File: src/common/stc_pkg.sv
// constants for the status, trigger and self-test controller
`default_nettype none
package stc_pkg;
  localparam int unsigned CLK_MHZ    = 10;
  localparam int unsigned SETTLE_NS  = 2000;
  localparam int unsigned SETTLE_CYC = (SETTLE_NS * CLK_MHZ + 999) / 1000;
  localparam int unsigned STEP_NS    = 500;
  localparam int unsigned STEP_CYC   = (STEP_NS * CLK_MHZ + 999) / 1000;

  localparam logic [7:0] A_CTRL  = 8'h00;
  localparam logic [7:0] A_SRE   = 8'h04;
  localparam logic [7:0] A_STB   = 8'h08;
  localparam logic [7:0] A_SPOLL = 8'h0C;
  localparam logic [7:0] A_CMD   = 8'h10;
  localparam logic [7:0] A_TVOLT = 8'h14;
  localparam logic [7:0] A_TCURR = 8'h18;
  localparam logic [7:0] A_AVOLT = 8'h1C;
  localparam logic [7:0] A_ACURR = 8'h20;
  localparam logic [7:0] A_OPCON = 8'h24;
  localparam logic [7:0] A_TRES  = 8'h28;

  localparam logic [3:0] C_TRG   = 4'h1;
  localparam logic [3:0] C_GET   = 4'h2;
  localparam logic [3:0] C_INIT  = 4'h3;
  localparam logic [3:0] C_ABORT = 4'h4;
  localparam logic [3:0] C_TST   = 4'h5;
  localparam logic [3:0] C_DIAG  = 4'h6;
  localparam logic [3:0] C_WAI   = 4'h7;

  localparam int CB_CONT = 0;
  localparam int CB_BUS  = 1;
  localparam int CB_OUT  = 2;
  localparam int CB_LSN  = 3;
  localparam logic [3:0] CTRL_RST = 4'h0;

  localparam int SB_SUM = 6;
  localparam int OC_ARMED = 0;
  localparam int OC_TST   = 1;
  localparam int OC_HOLD  = 2;
  localparam int OC_SETL  = 3;
  localparam int OC_WAIT  = 5;
  localparam int TR_VALID = 8;

  localparam logic [7:0] TST_BASIC = 8'h17;
  localparam logic [7:0] TST_EXT   = 8'hF7;
  localparam logic [2:0] TST_LAST  = 3'h7;

  typedef enum logic [1:0] {
    STC_IDLE = 2'b00,
    STC_RUN  = 2'b01,
    STC_DONE = 2'b11
  } stc_tst_state_t;
endpackage
`default_nettype wire

File: src/common/stc_tst_if.sv
// interface between the controller and its self-test engine
`default_nettype none
interface stc_tst_if;
  logic       start;
  logic       extended;
  logic       busy;
  logic       done;
  logic [7:0] code;
  modport ctl (output start, output extended, input busy, input done, input code);
  modport eng (input start, input extended, output busy, output done, output code);
endinterface
`default_nettype wire

File: src/hdl/stc_ctl.sv
// status byte, bus trigger, self-test and wait-to-continue controller
// How it works
// [RQ1] enable-mask query returns the 8-bit service-request enable mask
// [RQ2] status-byte read returns byte with summary in bit 6, clears nothing
// [RQ3] status bits clear only when their source conditions clear
// [RQ4] summary flag set while any enabled service reason is present
// [RQ5] serial poll shows request flag in bit 6, then clears it
// [RQ6] bus trigger fires only when armed, source bus, waiting flag set
// [RQ7] continuous initiation keeps the trigger armed
// [RQ8] without continuous mode, each initiate arms exactly one trigger
// [RQ9] trigger while unarmed is dropped silently, no error
// [RQ10] trigger loads preset levels into active outputs, clears waiting flag
// [RQ11] continuous mode re-arms at once and sets waiting flag again
// [RQ12] trigger and group trigger act only while addressed as listener
// [RQ13] output off means bus triggers are ignored
// [RQ14] self-test returns zero on pass, else failure code up to 128; the code here can reach 0xF7 (247) from the extended query
// [RQ15] all subtests run even after a failure, bits combine
// [RQ16] basic code bits: 0 program, 1 working, 2 store, 4 analog link
// [RQ17] bits 5 to 7 only from the extended diagnostic query
// [RQ18] after wait-to-continue, later commands held until earlier ones finish
// [RQ19] wait completes once commands done and output levels settled
// [RQ20] bit 6 set whenever status byte AND enable mask is nonzero
// [RQ21] enable mask bit 6 cannot be written
// [RQ22] self-test result posted only after all subtests finish
`default_nettype none
module stc_ctl #(
  parameter int LVL_W = 16
) (
  input  wire logic             pclk,
  input  wire logic             presetn,
  input  wire logic             psel,
  input  wire logic             penable,
  input  wire logic             pwrite,
  input  wire logic [7:0]       paddr,
  input  wire logic [31:0]      pwdata,
  output var  logic [31:0]      prdata,
  output logic                  pready,
  output var  logic             pslverr,
  input  wire logic [7:0]       status_events,
  input  wire logic [7:0]       subtest_fail,
  output var  logic [LVL_W-1:0] active_voltage_level,
  output var  logic [LVL_W-1:0] active_current_level,
  output var  logic             trigger_pulse
);
  stc_tst_if tif ();

  logic [3:0]       ctrl_reg;
  logic [7:0]       sre_reg;
  logic [LVL_W-1:0] trig_volt_reg;
  logic [LVL_W-1:0] triggered_current_level;
  logic             armed_reg;
  logic             waiting_for_trigger_flag;
  logic             rqs_reg;
  logic             mss_d_reg;
  logic             hold_reg;
  logic             start_reg;
  logic             ext_reg;
  logic [8:0]       tres_reg;
  logic [15:0]      settle_reg;

  logic       acc_wr;
  logic       acc_rd;
  logic       setup;
  logic       cmd_go;
  logic [3:0] cmd;
  logic       trg_cmd;
  logic       fire;
  logic       mss;
  logic [7:0] stb;
  logic [7:0] spoll;
  logic       pending;
  logic       cont;

  // =========================================
  // apb handshake
  // later command writes stall while a wait is open (see [RQ18])
  assign pready = !(psel && pwrite && (paddr == stc_pkg::A_CMD) && hold_reg);
  assign setup  = psel && !penable;
  assign acc_wr = psel && penable && pwrite && pready;
  assign acc_rd = psel && penable && !pwrite && pready;
  assign cmd_go = acc_wr && (paddr == stc_pkg::A_CMD);
  assign cmd    = pwdata[3:0];
  assign cont   = ctrl_reg[stc_pkg::CB_CONT];

  // =========================================
  // status byte
  // summary from enabled events, bit 6 itself excluded (see [RQ20])
  assign mss = |(status_events & sre_reg);

  always_comb begin
    // summary reflects live reasons, no latching (see [RQ4])
    stb = status_events;
    stb[stc_pkg::SB_SUM] = mss;
    // poll view carries the request flag instead (see [RQ5])
    spoll = status_events;
    spoll[stc_pkg::SB_SUM] = rqs_reg;
  end

  // request flag raised on a new summary, cleared by a poll read
  always_ff @(posedge pclk or negedge presetn) begin
    if (!presetn) begin
      mss_d_reg <= 1'b0;
      rqs_reg   <= 1'b0;
    end else begin
      mss_d_reg <= mss;
      if (mss && !mss_d_reg) begin
        rqs_reg <= 1'b1;
      end else if (acc_rd && (paddr == stc_pkg::A_SPOLL)) begin
        rqs_reg <= 1'b0; // see [RQ5]
      end
    end
  end

  // =========================================
  // configuration registers
  always_ff @(posedge pclk or negedge presetn) begin
    if (!presetn) begin
      ctrl_reg                <= stc_pkg::CTRL_RST;
      sre_reg                 <= 8'h00;
      trig_volt_reg           <= '0;
      triggered_current_level <= '0;
    end else if (acc_wr) begin
      if (paddr == stc_pkg::A_CTRL) begin
        ctrl_reg <= pwdata[3:0];
      end else if (paddr == stc_pkg::A_SRE) begin
        sre_reg <= pwdata[7:0];
        sre_reg[stc_pkg::SB_SUM] <= 1'b0; // see [RQ21]
      end else if (paddr == stc_pkg::A_TVOLT) begin
        trig_volt_reg <= pwdata[LVL_W-1:0];
      end else if (paddr == stc_pkg::A_TCURR) begin
        triggered_current_level <= pwdata[LVL_W-1:0];
      end
    end
  end

  // =========================================
  // trigger system
  // only listener-addressed triggers count (see [RQ12])
  assign trg_cmd = cmd_go && ((cmd == stc_pkg::C_TRG) || (cmd == stc_pkg::C_GET))
                   && ctrl_reg[stc_pkg::CB_LSN];
  // output off or unarmed: dropped, nothing logged (see [RQ13]) (see [RQ9])
  assign fire = trg_cmd && ctrl_reg[stc_pkg::CB_OUT] && armed_reg
                && ctrl_reg[stc_pkg::CB_BUS] && waiting_for_trigger_flag; // see [RQ6]

  always_ff @(posedge pclk or negedge presetn) begin
    if (!presetn) begin
      armed_reg                <= 1'b0;
      waiting_for_trigger_flag <= 1'b0;
    end else begin
      if (cont) begin
        // continuous: always armed, waiting re-set after fire (see [RQ7]) (see [RQ11])
        armed_reg                <= 1'b1;
        waiting_for_trigger_flag <= 1'b1;
      end else if (cmd_go && (cmd == stc_pkg::C_INIT)) begin
        armed_reg                <= 1'b1; // see [RQ8]
        waiting_for_trigger_flag <= 1'b1;
      end else if (fire || (cmd_go && (cmd == stc_pkg::C_ABORT))) begin
        // single shot consumed (see [RQ8]) (see [RQ10])
        armed_reg                <= 1'b0;
        waiting_for_trigger_flag <= 1'b0;
      end else if (acc_wr && (paddr == stc_pkg::A_CTRL) && !pwdata[stc_pkg::CB_CONT]
                   && !armed_reg) begin
        waiting_for_trigger_flag <= 1'b0;
      end
    end
  end

  // active levels follow the presets on each trigger
  always_ff @(posedge pclk or negedge presetn) begin
    if (!presetn) begin
      active_voltage_level <= '0;
      active_current_level <= '0;
      trigger_pulse        <= 1'b0;
    end else begin
      trigger_pulse <= fire;
      if (fire) begin
        active_voltage_level <= trig_volt_reg; // see [RQ10]
        active_current_level <= triggered_current_level;
      end
    end
  end

  // output settling after a level change
  always_ff @(posedge pclk or negedge presetn) begin
    if (!presetn) begin
      settle_reg <= 16'h0000;
    end else if (fire) begin
      settle_reg <= 16'(stc_pkg::SETTLE_CYC);
    end else if (settle_reg != 16'h0000) begin
      settle_reg <= settle_reg - 16'h0001;
    end
  end

  // =========================================
  // self test
  assign tif.start    = start_reg;
  assign tif.extended = ext_reg;

  always_ff @(posedge pclk or negedge presetn) begin
    if (!presetn) begin
      start_reg <= 1'b0;
      ext_reg   <= 1'b0;
      tres_reg  <= 9'h000;
    end else begin
      start_reg <= 1'b0;
      if (tif.done) begin
        // combined code, zero on pass (see [RQ14]) (see [RQ16])
        tres_reg <= {1'b1, tif.code};
      end else if (cmd_go && !tif.busy && !start_reg
                   && ((cmd == stc_pkg::C_TST) || (cmd == stc_pkg::C_DIAG))) begin
        start_reg <= 1'b1;
        ext_reg   <= (cmd == stc_pkg::C_DIAG); // see [RQ17]
        tres_reg  <= 9'h000; // see [RQ22]
      end
    end
  end

  stc_selftest u_selftest (
    .pclk         (pclk),
    .presetn      (presetn),
    .subtest_fail (subtest_fail),
    .t            (tif.eng)
  );

  // =========================================
  // wait-to-continue
  assign pending = (settle_reg != 16'h0000) || tif.busy || start_reg || tif.done || fire;

  always_ff @(posedge pclk or negedge presetn) begin
    if (!presetn) begin
      hold_reg <= 1'b0;
    end else if (cmd_go && (cmd == stc_pkg::C_WAI)) begin
      hold_reg <= 1'b1; // see [RQ18]
    end else if (!pending) begin
      hold_reg <= 1'b0; // see [RQ19]
    end
  end

  // =========================================
  // read data, latched in the setup cycle
  always_ff @(posedge pclk or negedge presetn) begin
    if (!presetn) begin
      prdata  <= 32'h0000_0000;
      pslverr <= 1'b0;
    end else if (setup) begin
      prdata  <= 32'h0000_0000;
      pslverr <= 1'b0;
      if (paddr == stc_pkg::A_CTRL) begin
        prdata[3:0] <= ctrl_reg;
      end else if (paddr == stc_pkg::A_SRE) begin
        prdata[7:0] <= sre_reg; // see [RQ1]
      end else if (paddr == stc_pkg::A_STB) begin
        prdata[7:0] <= stb; // see [RQ2] (see [RQ3])
      end else if (paddr == stc_pkg::A_SPOLL) begin
        prdata[7:0] <= spoll;
      end else if (paddr == stc_pkg::A_CMD) begin
        prdata[3:0] <= 4'h0;
      end else if (paddr == stc_pkg::A_TVOLT) begin
        prdata[LVL_W-1:0] <= trig_volt_reg;
      end else if (paddr == stc_pkg::A_TCURR) begin
        prdata[LVL_W-1:0] <= triggered_current_level;
      end else if (paddr == stc_pkg::A_AVOLT) begin
        prdata[LVL_W-1:0] <= active_voltage_level;
      end else if (paddr == stc_pkg::A_ACURR) begin
        prdata[LVL_W-1:0] <= active_current_level;
      end else if (paddr == stc_pkg::A_OPCON) begin
        prdata[stc_pkg::OC_ARMED] <= armed_reg;
        prdata[stc_pkg::OC_TST]   <= tif.busy || start_reg;
        prdata[stc_pkg::OC_HOLD]  <= hold_reg;
        prdata[stc_pkg::OC_SETL]  <= (settle_reg != 16'h0000);
        prdata[stc_pkg::OC_WAIT]  <= waiting_for_trigger_flag; // see [RQ6]
      end else if (paddr == stc_pkg::A_TRES) begin
        prdata[8:0] <= tres_reg; // see [RQ14]
      end else begin
        pslverr <= 1'b1;
      end
    end
  end
endmodule
`default_nettype wire

File: src/hdl/stc_selftest.sv
// self-test engine: walks every subtest and combines failure bits
`default_nettype none
module stc_selftest (
  input  wire logic       pclk,
  input  wire logic       presetn,
  input  wire logic [7:0] subtest_fail,
  stc_tst_if.eng          t
);
  stc_pkg::stc_tst_state_t state_reg;
  logic [2:0]  idx_reg;
  logic [15:0] cnt_reg;
  logic [7:0]  acc_reg;
  logic [7:0]  mask_reg;
  logic        step_end;

  assign step_end = (cnt_reg == 16'(stc_pkg::STEP_CYC - 1));
  assign t.busy   = (state_reg == stc_pkg::STC_RUN);
  assign t.done   = (state_reg == stc_pkg::STC_DONE);
  assign t.code   = acc_reg;

  // =========================================
  // subtest sequencer
  always_ff @(posedge pclk or negedge presetn) begin
    if (!presetn) begin
      state_reg <= stc_pkg::STC_IDLE;
      idx_reg   <= 3'h0;
      cnt_reg   <= 16'h0000;
      acc_reg   <= 8'h00;
      mask_reg  <= 8'h00;
    end else begin
      case (state_reg)
        stc_pkg::STC_RUN: begin
          cnt_reg <= step_end ? 16'h0000 : cnt_reg + 16'h0001;
          if (step_end) begin
            // a failure never stops the walk (see [RQ15])
            acc_reg[idx_reg] <= acc_reg[idx_reg] | (mask_reg[idx_reg] & subtest_fail[idx_reg]);
            idx_reg <= idx_reg + 3'h1;
            if (idx_reg == stc_pkg::TST_LAST) begin
              state_reg <= stc_pkg::STC_DONE;
            end
          end
        end
        stc_pkg::STC_DONE: begin
          // result leaves only once every subtest is over (see [RQ22])
          state_reg <= stc_pkg::STC_IDLE;
        end
        default: begin
          if (t.start) begin
            // extended tests only on the diagnostic query (see [RQ17])
            mask_reg  <= t.extended ? stc_pkg::TST_EXT : stc_pkg::TST_BASIC;
            acc_reg   <= 8'h00;
            idx_reg   <= 3'h0;
            cnt_reg   <= 16'h0000;
            state_reg <= stc_pkg::STC_RUN;
          end
        end
      endcase
    end
  end
endmodule
`default_nettype wire
File: config.mk
export PLATFORM = sky130hd
export DESIGN_NAME = stc_ctl
export DESIGN_NICKNAME = d
export VERILOG_FILES = /design/src/common/stc_pkg.sv /design/src/common/stc_tst_if.sv /design/src/hdl/stc_ctl.sv /design/src/hdl/stc_selftest.sv
export SDC_FILE = /design/constraint.sdc
export NUM_CORES = 1
export LEC_CHECK = 0
export BUFFER_PORTS_ARGS = -buffer_cell sky130_fd_sc_hd__buf_2
export CAP_MARGIN = 5
export CORE_UTILIZATION = 40
export DETAILED_ROUTE_END_ITERATION = 16
export HOLD_SLACK_MARGIN = 0.1
export SLEW_MARGIN = 20
export SYNTH_ARGS = -nofsm -noshare
export SYNTH_HDL_FRONTEND = slang
export SYNTH_SLANG_ARGS = --single-unit
File: constraint.sdc
create_clock -name pclk -period 5.3 [get_ports pclk]
set_input_delay 0.265 -clock pclk [delete_from_list [all_inputs] [get_ports pclk]]
set_output_delay 0.265 -clock pclk [all_outputs]
set_load 0.01 [all_outputs]
After elaboration in Yosys (flattened, before gate mapping)
Cells that the tools add are included.

ROM bits: 0. Output and inout bits: 67. Memories kept: 0. Input bits: 61. Logic and storage cells: 206. RAM bits: 0. Bits in latches: 0. Register bits after elaboration: 162.

Mux-type cells: 82. Multiply operators: 0. Shifts and indexed selects: 0. Eq/ne operators: 24. $lt $le $gt $ge: 2. Reductions and logical operators: 64. Bitwise gates (word level): 8. Div/mod/pow operators: 0. Add/sub/neg operators: 3.

Operator list (number): $mux 9 (15); $mux 16 (7); $mux 8 (9); $eq 8x5->1 const B (4); $pmux 16 s2 (1); $mux 1 (30); $logic_and 1x1->1 (28); $eq 8x6->1 const B (3); $mux 12 (2); $add 16x1->16 const B (1); $eq 16x3->1 const B (1); $eq 4x3->1 const B (4); $eq 8x4->1 const B (2); $pmux 8 s2 (1); $reduce_bool 16->1 (1); $sub 16x1->16 const B (1); $mux 4 (3); $bmux 1 s3 (3); $mux 3 (3); $reduce_and 3->1 (3); $and 8x8->8 (1); $bwmux 8 (1); $eq 4x2->1 const B (2); $eq 8x3->1 const B (1); other kinds (27) (56).

Depth between registers and ports, before layout
Gate-level depths: netlist of run 1.

Depth in word-level cells: 23. Mapped depth: 9. Depth with buffers taken out: 7.

Cells and area by module
A second synthesis of run 1 with hierarchy kept.

Cells, all modules: 867. Area total of the unflattened synthesis: 8294.2 µm².

Modules (own cells, without submodules): stc_ctl (seq. area each 3128.0 µm², instances 1, cells each 666, area each 6454.9 µm²); stc_selftest (seq. area each 775.7 µm², instances 1, cells each 201, area each 1839.3 µm²).

Worst setup path after synthesis of run 1
No wires, ideal clock.

Path kind: flip-flop to flip-flop. From: register u_selftest.cnt_reg[0]. To: register u_selftest.acc_reg[1], in the netlist u_selftest.t.code[1]. Slack: 3.104 ns. Arrival time: 2.119 ns. Period minus slack after synthesis: 2.196 ns. Cell stages (with the launch flop): 8. Cells stage by stage: dfrtp_1 inv_1 ha_1 nor4b_1 a41o_1 nand2_1 or4b_2 a21oi_1.

Longest elaborated chain between the ends: 3.

Ends and longest elaborated chain: start, declared (line stc_selftest.sv:11) `logic [15:0] cnt_reg;`; start signal, assigned (line stc_selftest.sv:33) `cnt_reg <= step_end ? 16'h0000 : cnt_reg + 16'h0001;`; $eq 16x3->1 (line stc_selftest.sv:16) `assign step_end = (cnt_reg == 16'(stc_pkg::STEP_CYC - 1));`; $ne 2x1->1 (no source line); $reduce_and 3->1 (no source line); end signal, assigned by index (line stc_selftest.sv:36) `acc_reg[idx_reg] <= acc_reg[idx_reg] | (mask_reg[idx_reg] & subtest_fail[idx_reg]);`; end, declared (line stc_selftest.sv:12) `logic [7:0] acc_reg;`.

No other way between the ends. A chain may end at the register's enable or synchronous reset.

Final worst setup path of run 1
From: input port paddr[3]. To: register triggered_current_level[9].

Longest elaborated chain between the ends: 6. Elaborated cells between the ends (all ways): 13. Classes of those cells: eq/ne (4); bitwise (3); reduce/logical (6).

Ends and longest elaborated chain: start, declared (line stc_ctl.sv:34) `input wire logic [7:0] paddr,`; $eq 8x5->1 (line stc_ctl.sv:77) `assign pready = !(psel && pwrite && (paddr == stc_pkg::A_CMD) && hold_reg);`; $logic_and 1x1->1 (2 in series) (line stc_ctl.sv:77); $logic_not 1->1 (line stc_ctl.sv:77); $logic_and 1x1->1 (line stc_ctl.sv:79) `assign acc_wr = psel && penable && pwrite && pready;`; $reduce_and 5->1 (no source line) *; end signal, assigned (line stc_ctl.sv:131) `triggered_current_level <= pwdata[LVL_W-1:0];`; end, declared (line stc_ctl.sv:50) `logic [LVL_W-1:0] triggered_current_level;`.

Mark *: on every way between the ends. The rest lies on a longest branch, timed or not.

==> flow_metrics.env, run 1 <==
export IMPL_rr_worst_depth=6
export IMPL_wl_per_cell_um=18.00
export IMPL_vias=6599
export IMPL_synth_ff_type="dfrtp_1"
export IMPL_area_growth_pct=16.51
export IMPL_portBuffers=93
export IMPL_initial_utilization=0.4078
export IMPL_clock_latency_ns=0.42
export IMPL_clk_pin_slew_ns=0.06
export IMPL_slew_violations=0
export IMPL_p_leak_nw=4.229
export IMPL_worst_path_most_repeated_cell="buf_4"
export IMPL_htreeDepth=4
export IMPL_drtPass1Iterations=5
export IMPL_ant_nets=0
export IMPL_synth_cell_types=73
export IMPL_synth_seq_cells=156
export IMPL_setup_tns_final_ns=0
export IMPL_tritoncts="yes"
export IMPL_overflow=0
export IMPL_pin_count=128
export IMPL_maxCapViolCount=0
export IMPL_core_um2=19400
export IMPL_grt_max_degree=74
export IMPL_worstMarginPinSlew_ns=1.046
export IMPL_root_buffer="clkbuf_16"
export IMPL_fp_row_count=51
export IMPL_nets=972
export IMPL_worstPathMaxFanout=38
export IMPL_cp_depth=7
export IMPL_cts_sinks=156
export IMPL_yosysSeqAreaShare=0.4934
export IMPL_grt_pass1_wl_mm=33.24
export IMPL_async_flop_share=1.000
export IMPL_cpLargestDelayFamily="simple AND/OR/NAND/NOR gates"
export IMPL_setup_viol=0
export IMPL_synth_warnings=0
export IMPL_status="complete, no violations"
export IMPL_holdWs_ns=0.1161
export IMPL_drc=0
export IMPL_gp_congestion=0.9063
export IMPL_layout_commonest_cell="nand2_1"
export IMPL_critPathKind="primary input to flip-flop"
export IMPL_first_global_vias=6028
export IMPL_antenna_found_initial=0
export IMPL_cp_required_ns=5.60
export IMPL_worst_slack_ns=2.284
export IMPL_relSlewSlack=0.3019
export IMPL_diodes=0
export IMPL_fin_area_um2=9218
export IMPL_cts_made_buffers=17
export IMPL_fin_crit_sh=0.5691
export IMPL_fin_skew_ns=0.007016
export IMPL_synth_edf_count=0
export IMPL_synth_avg_cell_area_um2=9.648
export IMPL_syn_cell_area_um2=7911
export IMPL_critPathArrivalTime_ns=3.32
export IMPL_endpoint_kind="flip-flop"
export IMPL_hold_path_class="primary input to flip-flop"
export IMPL_synth_cells=820
export IMPL_die_w_um=142.6
export IMPL_r2r_end="u_selftest.idx_reg[1]"
export IMPL_ir_worst_vdd_mv=0.2158
export IMPL_finalCriticalPeriod_ns=3.016
export IMPL_drtIter0Drc=577
export IMPL_rsz0062_at_grt="false"
export IMPL_dieArea_um2=20340
export IMPL_dpl_cell_area_um2=8519
export IMPL_cp_startpoint="paddr[3]"
export IMPL_dp_hpwl_mm=14.86
export IMPL_grtUsageTotal=0.2139
export IMPL_r2r_start="u_selftest.cnt_reg[0]"
export IMPL_critPathLaunchType="primary input"
export IMPL_vias_per_cell=5.578
export IMPL_critPathCapture="triggered_current_level[9]"
export IMPL_power_density_nw_per_um2=286.6
export IMPL_critPathBufInv=3
export IMPL_worst_path_max_delay_cell="nor2b_1"
export IMPL_slowest_delay_ns=0.78
export IMPL_die_h_um=142.6
export IMPL_layout_common_cells="157 x nand2_1, 156 x dfrtp_1, 92 x buf_2, 59 x o21ai_0, 50 x a21oi_1"
export IMPL_crit_path_cell_trace="buf_2 -> nor4b_2 -> buf_4 -> and2_0 -> nor2b_1 -> buf_4 -> mux2_2"
export IMPL_holdPathStages=2
export IMPL_cts_buffer_depth=2
export IMPL_drt_wl_total_mm=21.30
export IMPL_finalHoldViolCount=0
export IMPL_rrSetupSlack_ns=2.73
export IMPL_dp_worst_setup_slack_ns=1.897
export IMPL_drive_gt1_frac=0.2102
export IMPL_clock_fmax_mhz=331.6
synth_stat cells (all sizes together) (8+ instances only):
cell type  number  area [um^2]
clkbuf         23        88.84
nor2           42        160.2
nand3          17        97.60
nand2         157        589.3
or3            13        81.33
dfrtp         156         3904
buf            35        234.0
nand4           9        56.30
xor2            8        70.07
a21oi          50        250.2
a22o           10        87.58
inv            18        67.56
o21ai          60        300.3
mux2           47        529.3
a211oi         11        82.58
nor3           14        75.07
metal layers:
metal  track usage  wire, um  part of all wire
met1        0.3120     10090              0.47
met2        0.3197      9669              0.45
met3       0.03722      1211             0.057
met4       0.07187       324             0.015
met5             0         0                 0
per-stage QoR:
step           power (mW)    util  instances
5_1_grt             2.732  0.4752       1183
4_1_cts             2.667  0.4752       1183
3_3_place_gp        1.381  0.4389       1143
2_1_floorplan       1.316       -        835
3_5_place_dp        1.382  0.4392       1143
6_report            2.642  0.4752       1183
kinds of logic after synthesis:
kind of cell	Yosys count	synth area share
simple gates	312	0.1934
compound gates	202	0.1638
flops	156	0.4934
buf+inv	76	0.04934
mux	53	0.07449
xor+xnor	14	0.01550
fa+ha+maj	6	0.009489
other cells	1	0.0004740
how the worst min path moves through the flow:
stage | from | to | slack, ns
after global routing | pwdata[4] | triggered_current_level[4] | 0.11
final | pwdata[4] | trig_volt_reg[4] | 0.12
after detailed placement | presetn | active_voltage_level[13] | 0.20
after CTS | pwdata[4] | trig_volt_reg[4] | 0.10
after global placement | presetn | active_voltage_level[13] | 0.20
after floorplan | presetn | active_current_level[0] | -0.03
final cells by class:
class	instances	area, um^2
well taps	265	331.6
flip-flops and latches	156	3904
multi-input cells	603	3685
inverters	18	67.56
repair buffers	109	611.8
clock buffers	21	450.4
fillers	1910	10180
clock inverters	11	167.7
repair_timing:
item | CTS | global route
hold buffers | 8 | 0
hold endpoints to repair | 52 | 0
buffers inserted | 0 | 0
gates resized for setup | 0 | 0
where the power goes:
part | switching (mW) | internal [mW] | leakage [nW]
Clock | 0.477 | 0.800 | 0.297
Combinational | 0.0973 | 0.0481 | 1.87
Sequential | 0.0139 | 1.21 | 2.06
Power figures use the tool's default switching activity.
==> run 2: changes to the inputs <==
==> constraint.sdc (replaced) <==
create_clock -name pclk -period 2.6 [get_ports pclk]
set_input_delay 0.13 -clock pclk [delete_from_list [all_inputs] [get_ports pclk]]
set_output_delay 0.13 -clock pclk [all_outputs]
set_load 0.01 [all_outputs]
==> flow_metrics.env, run 2 (same netlist as run 1, synthesis figures left out) <==
export IMPL_dpl_cell_area_um2=8763
export IMPL_critPathLaunchType="flip-flop"
export IMPL_relSlewSlack=0.4584
export IMPL_drt_wl_total_mm=22.02
export IMPL_hold_path_class="primary input to flip-flop"
export IMPL_drtIter0Drc=499
export IMPL_worst_path_max_delay_cell="or4b_2"
export IMPL_layout_commonest_cell="nand2_1"
export IMPL_drive_gt1_frac=0.2347
export IMPL_nets=1017
export IMPL_antenna_found_initial=0
export IMPL_drtPass1Iterations=8
export IMPL_area_growth_pct=20.81
export IMPL_portBuffers=93
export IMPL_fin_area_um2=9558
export IMPL_vias=6713
export IMPL_slowest_delay_ns=0.63
export IMPL_rsz0062_at_grt="false"
export IMPL_worstMarginPinSlew_ns=0.8050
export IMPL_cp_required_ns=2.96
export IMPL_setup_tns_final_ns=0
export IMPL_tritoncts="yes"
export IMPL_dp_hpwl_mm=15.63
export IMPL_critPathKind="flip-flop to flip-flop"
export IMPL_power_density_nw_per_um2=547.1
export IMPL_cts_sinks=156
export IMPL_cts_buffer_depth=2
export IMPL_layout_common_cells="157 x nand2_1, 156 x dfrtp_1, 92 x buf_2, 59 x o21ai_0, 50 x a21oi_1"
export IMPL_dp_worst_setup_slack_ns=0.2155
export IMPL_clock_latency_ns=0.44
export IMPL_cpLargestDelayFamily="simple AND/OR/NAND/NOR gates"
export IMPL_initial_utilization=0.4078
export IMPL_root_buffer="clkbuf_16"
export IMPL_dieArea_um2=20340
export IMPL_die_w_um=142.6
export IMPL_drc=0
export IMPL_wl_per_cell_um=17.93
export IMPL_diodes=0
export IMPL_finalCriticalPeriod_ns=2.390
export IMPL_grt_pass1_wl_mm=35.20
export IMPL_worstPathMaxFanout=5
export IMPL_crit_path_cell_trace="inv_1 -> ha_1 -> nor4b_1 -> a41o_1 -> nand2_1 -> or4b_2 -> a21oi_1"
export IMPL_p_leak_nw=4.421
export IMPL_finalHoldViolCount=0
export IMPL_grt_max_degree=69
export IMPL_fin_skew_ns=0.01127
export IMPL_first_global_vias=6258
export IMPL_clock_fmax_mhz=418.5
export IMPL_regArea_um2=3904
export IMPL_n_fill_cell=1869
export IMPL_fin_crit_sh=0.9191
export IMPL_maxCapViolCount=0
export IMPL_setup_viol=0
export IMPL_critPathBufInv=1
export IMPL_status="complete, no violations"
export IMPL_slew_violations=0
export IMPL_overflow=0
export IMPL_core_um2=19400
export IMPL_ant_nets=0
export IMPL_finalNonFillerCells=1228
export IMPL_worst_slack_ns=0.2104
export IMPL_critPathArrivalTime_ns=2.75
export IMPL_holdWs_ns=0.1268
export IMPL_vias_per_cell=5.467
export IMPL_pin_count=128
export IMPL_placed_cells=1173
export IMPL_ir_worst_vdd_mv=0.4521
export IMPL_clk_pin_slew_ns=0.07
export IMPL_htreeDepth=4
export IMPL_multiInputGateArea_um2=3679
export IMPL_cts_made_buffers=17
export IMPL_fp_row_count=51
export IMPL_die_h_um=142.6
export IMPL_gp_congestion=0.8598
export IMPL_grtUsageTotal=0.2286
export IMPL_endpoint_kind="flip-flop"
export IMPL_post_cts_buffers=0
-- run 2: cell count changes in the layout (fill, tap and decap cells not counted), sizes merged --
cell | before | now
bufinv | 4 | 1
buf | 101 | 131
clkinv | 5 | 7
dlygate4sd3 | 8 | 23
inv | 18 | 23
clkbuf | 21 | 17
-- run 2: per-layer routing --
metal | global-route usage | up-vias | wire length (um)
met5 | 0 | - | 0
met4 | 0.08319 | 0 | 389
met3 | 0.04024 | 31 | 1145
met2 | 0.3413 | 217 | 9978
met1 | 0.3313 | 3273 | 10510
li1 | - | 3192 | -
-- run 2: worst paths after layout --
kind                                       start                  endpoint  slack, ns  depth (start not counted)
min in group asynchronous                presetn  active_current_level[13]       0.28                          2
setup reg to reg           u_selftest.cnt_reg[0]      u_selftest.t.code[1]       0.21                          7
setup / recovery           u_selftest.cnt_reg[0]      u_selftest.t.code[1]       0.21                          7
hold / removal                          paddr[3]                 prdata[6]       0.13                          3
max in group asynchronous                presetn                 armed_reg       1.55                          3
hold reg to reg                        mss_d_reg                   rqs_reg       0.45                          1
-- run 2: layout make-up --
cell class              count  area share
flip-flops and latches    156      0.4084
multi-input cells         603      0.3849
repair buffers            154      0.1059
clock buffers              17     0.04451
well taps                 265     0.03469
clock inverters            15     0.01453
inverters                  18    0.007069
-- run 2: worst register-to-register path, delay by kind of cell (launching register included) --
family                   cells  cell delay (ns)
AO/OA/AOI/OAI                2             0.46
adder cells (fa/ha/maj)      1             0.15
buffers and inverters        1             0.10
flip-flops                   1             0.42
AND/OR/NAND/NOR              3             1.18
-- run 2: what timing repair did --
action                    4_1_cts  5_1_grt
hold buffers                   23        0
gates resized for setup         0        0
hold endpoints to repair      111        0
-- run 2: report_power, final --
part	switching [mW]	leakage (nW)	internal (mW)	total (mW)
sequential	0.0289	2.06	2.46	2.49
combinational	0.204	2.08	0.125	0.329
clock	1.08	0.275	1.33	2.41
total	1.32	4.42	3.91	5.23
-- run 2: through the flow --
| step | total power [mW] | util |
|---|---|---|
| after floorplan | 2.684 | - |
| final | 5.229 | 0.4927 |
| after global routing | 5.409 | 0.4927 |
| after CTS | 5.267 | 0.4927 |
| after global placement | 2.829 | 0.4518 |
| after detailed placement | 2.833 | 0.4518 |
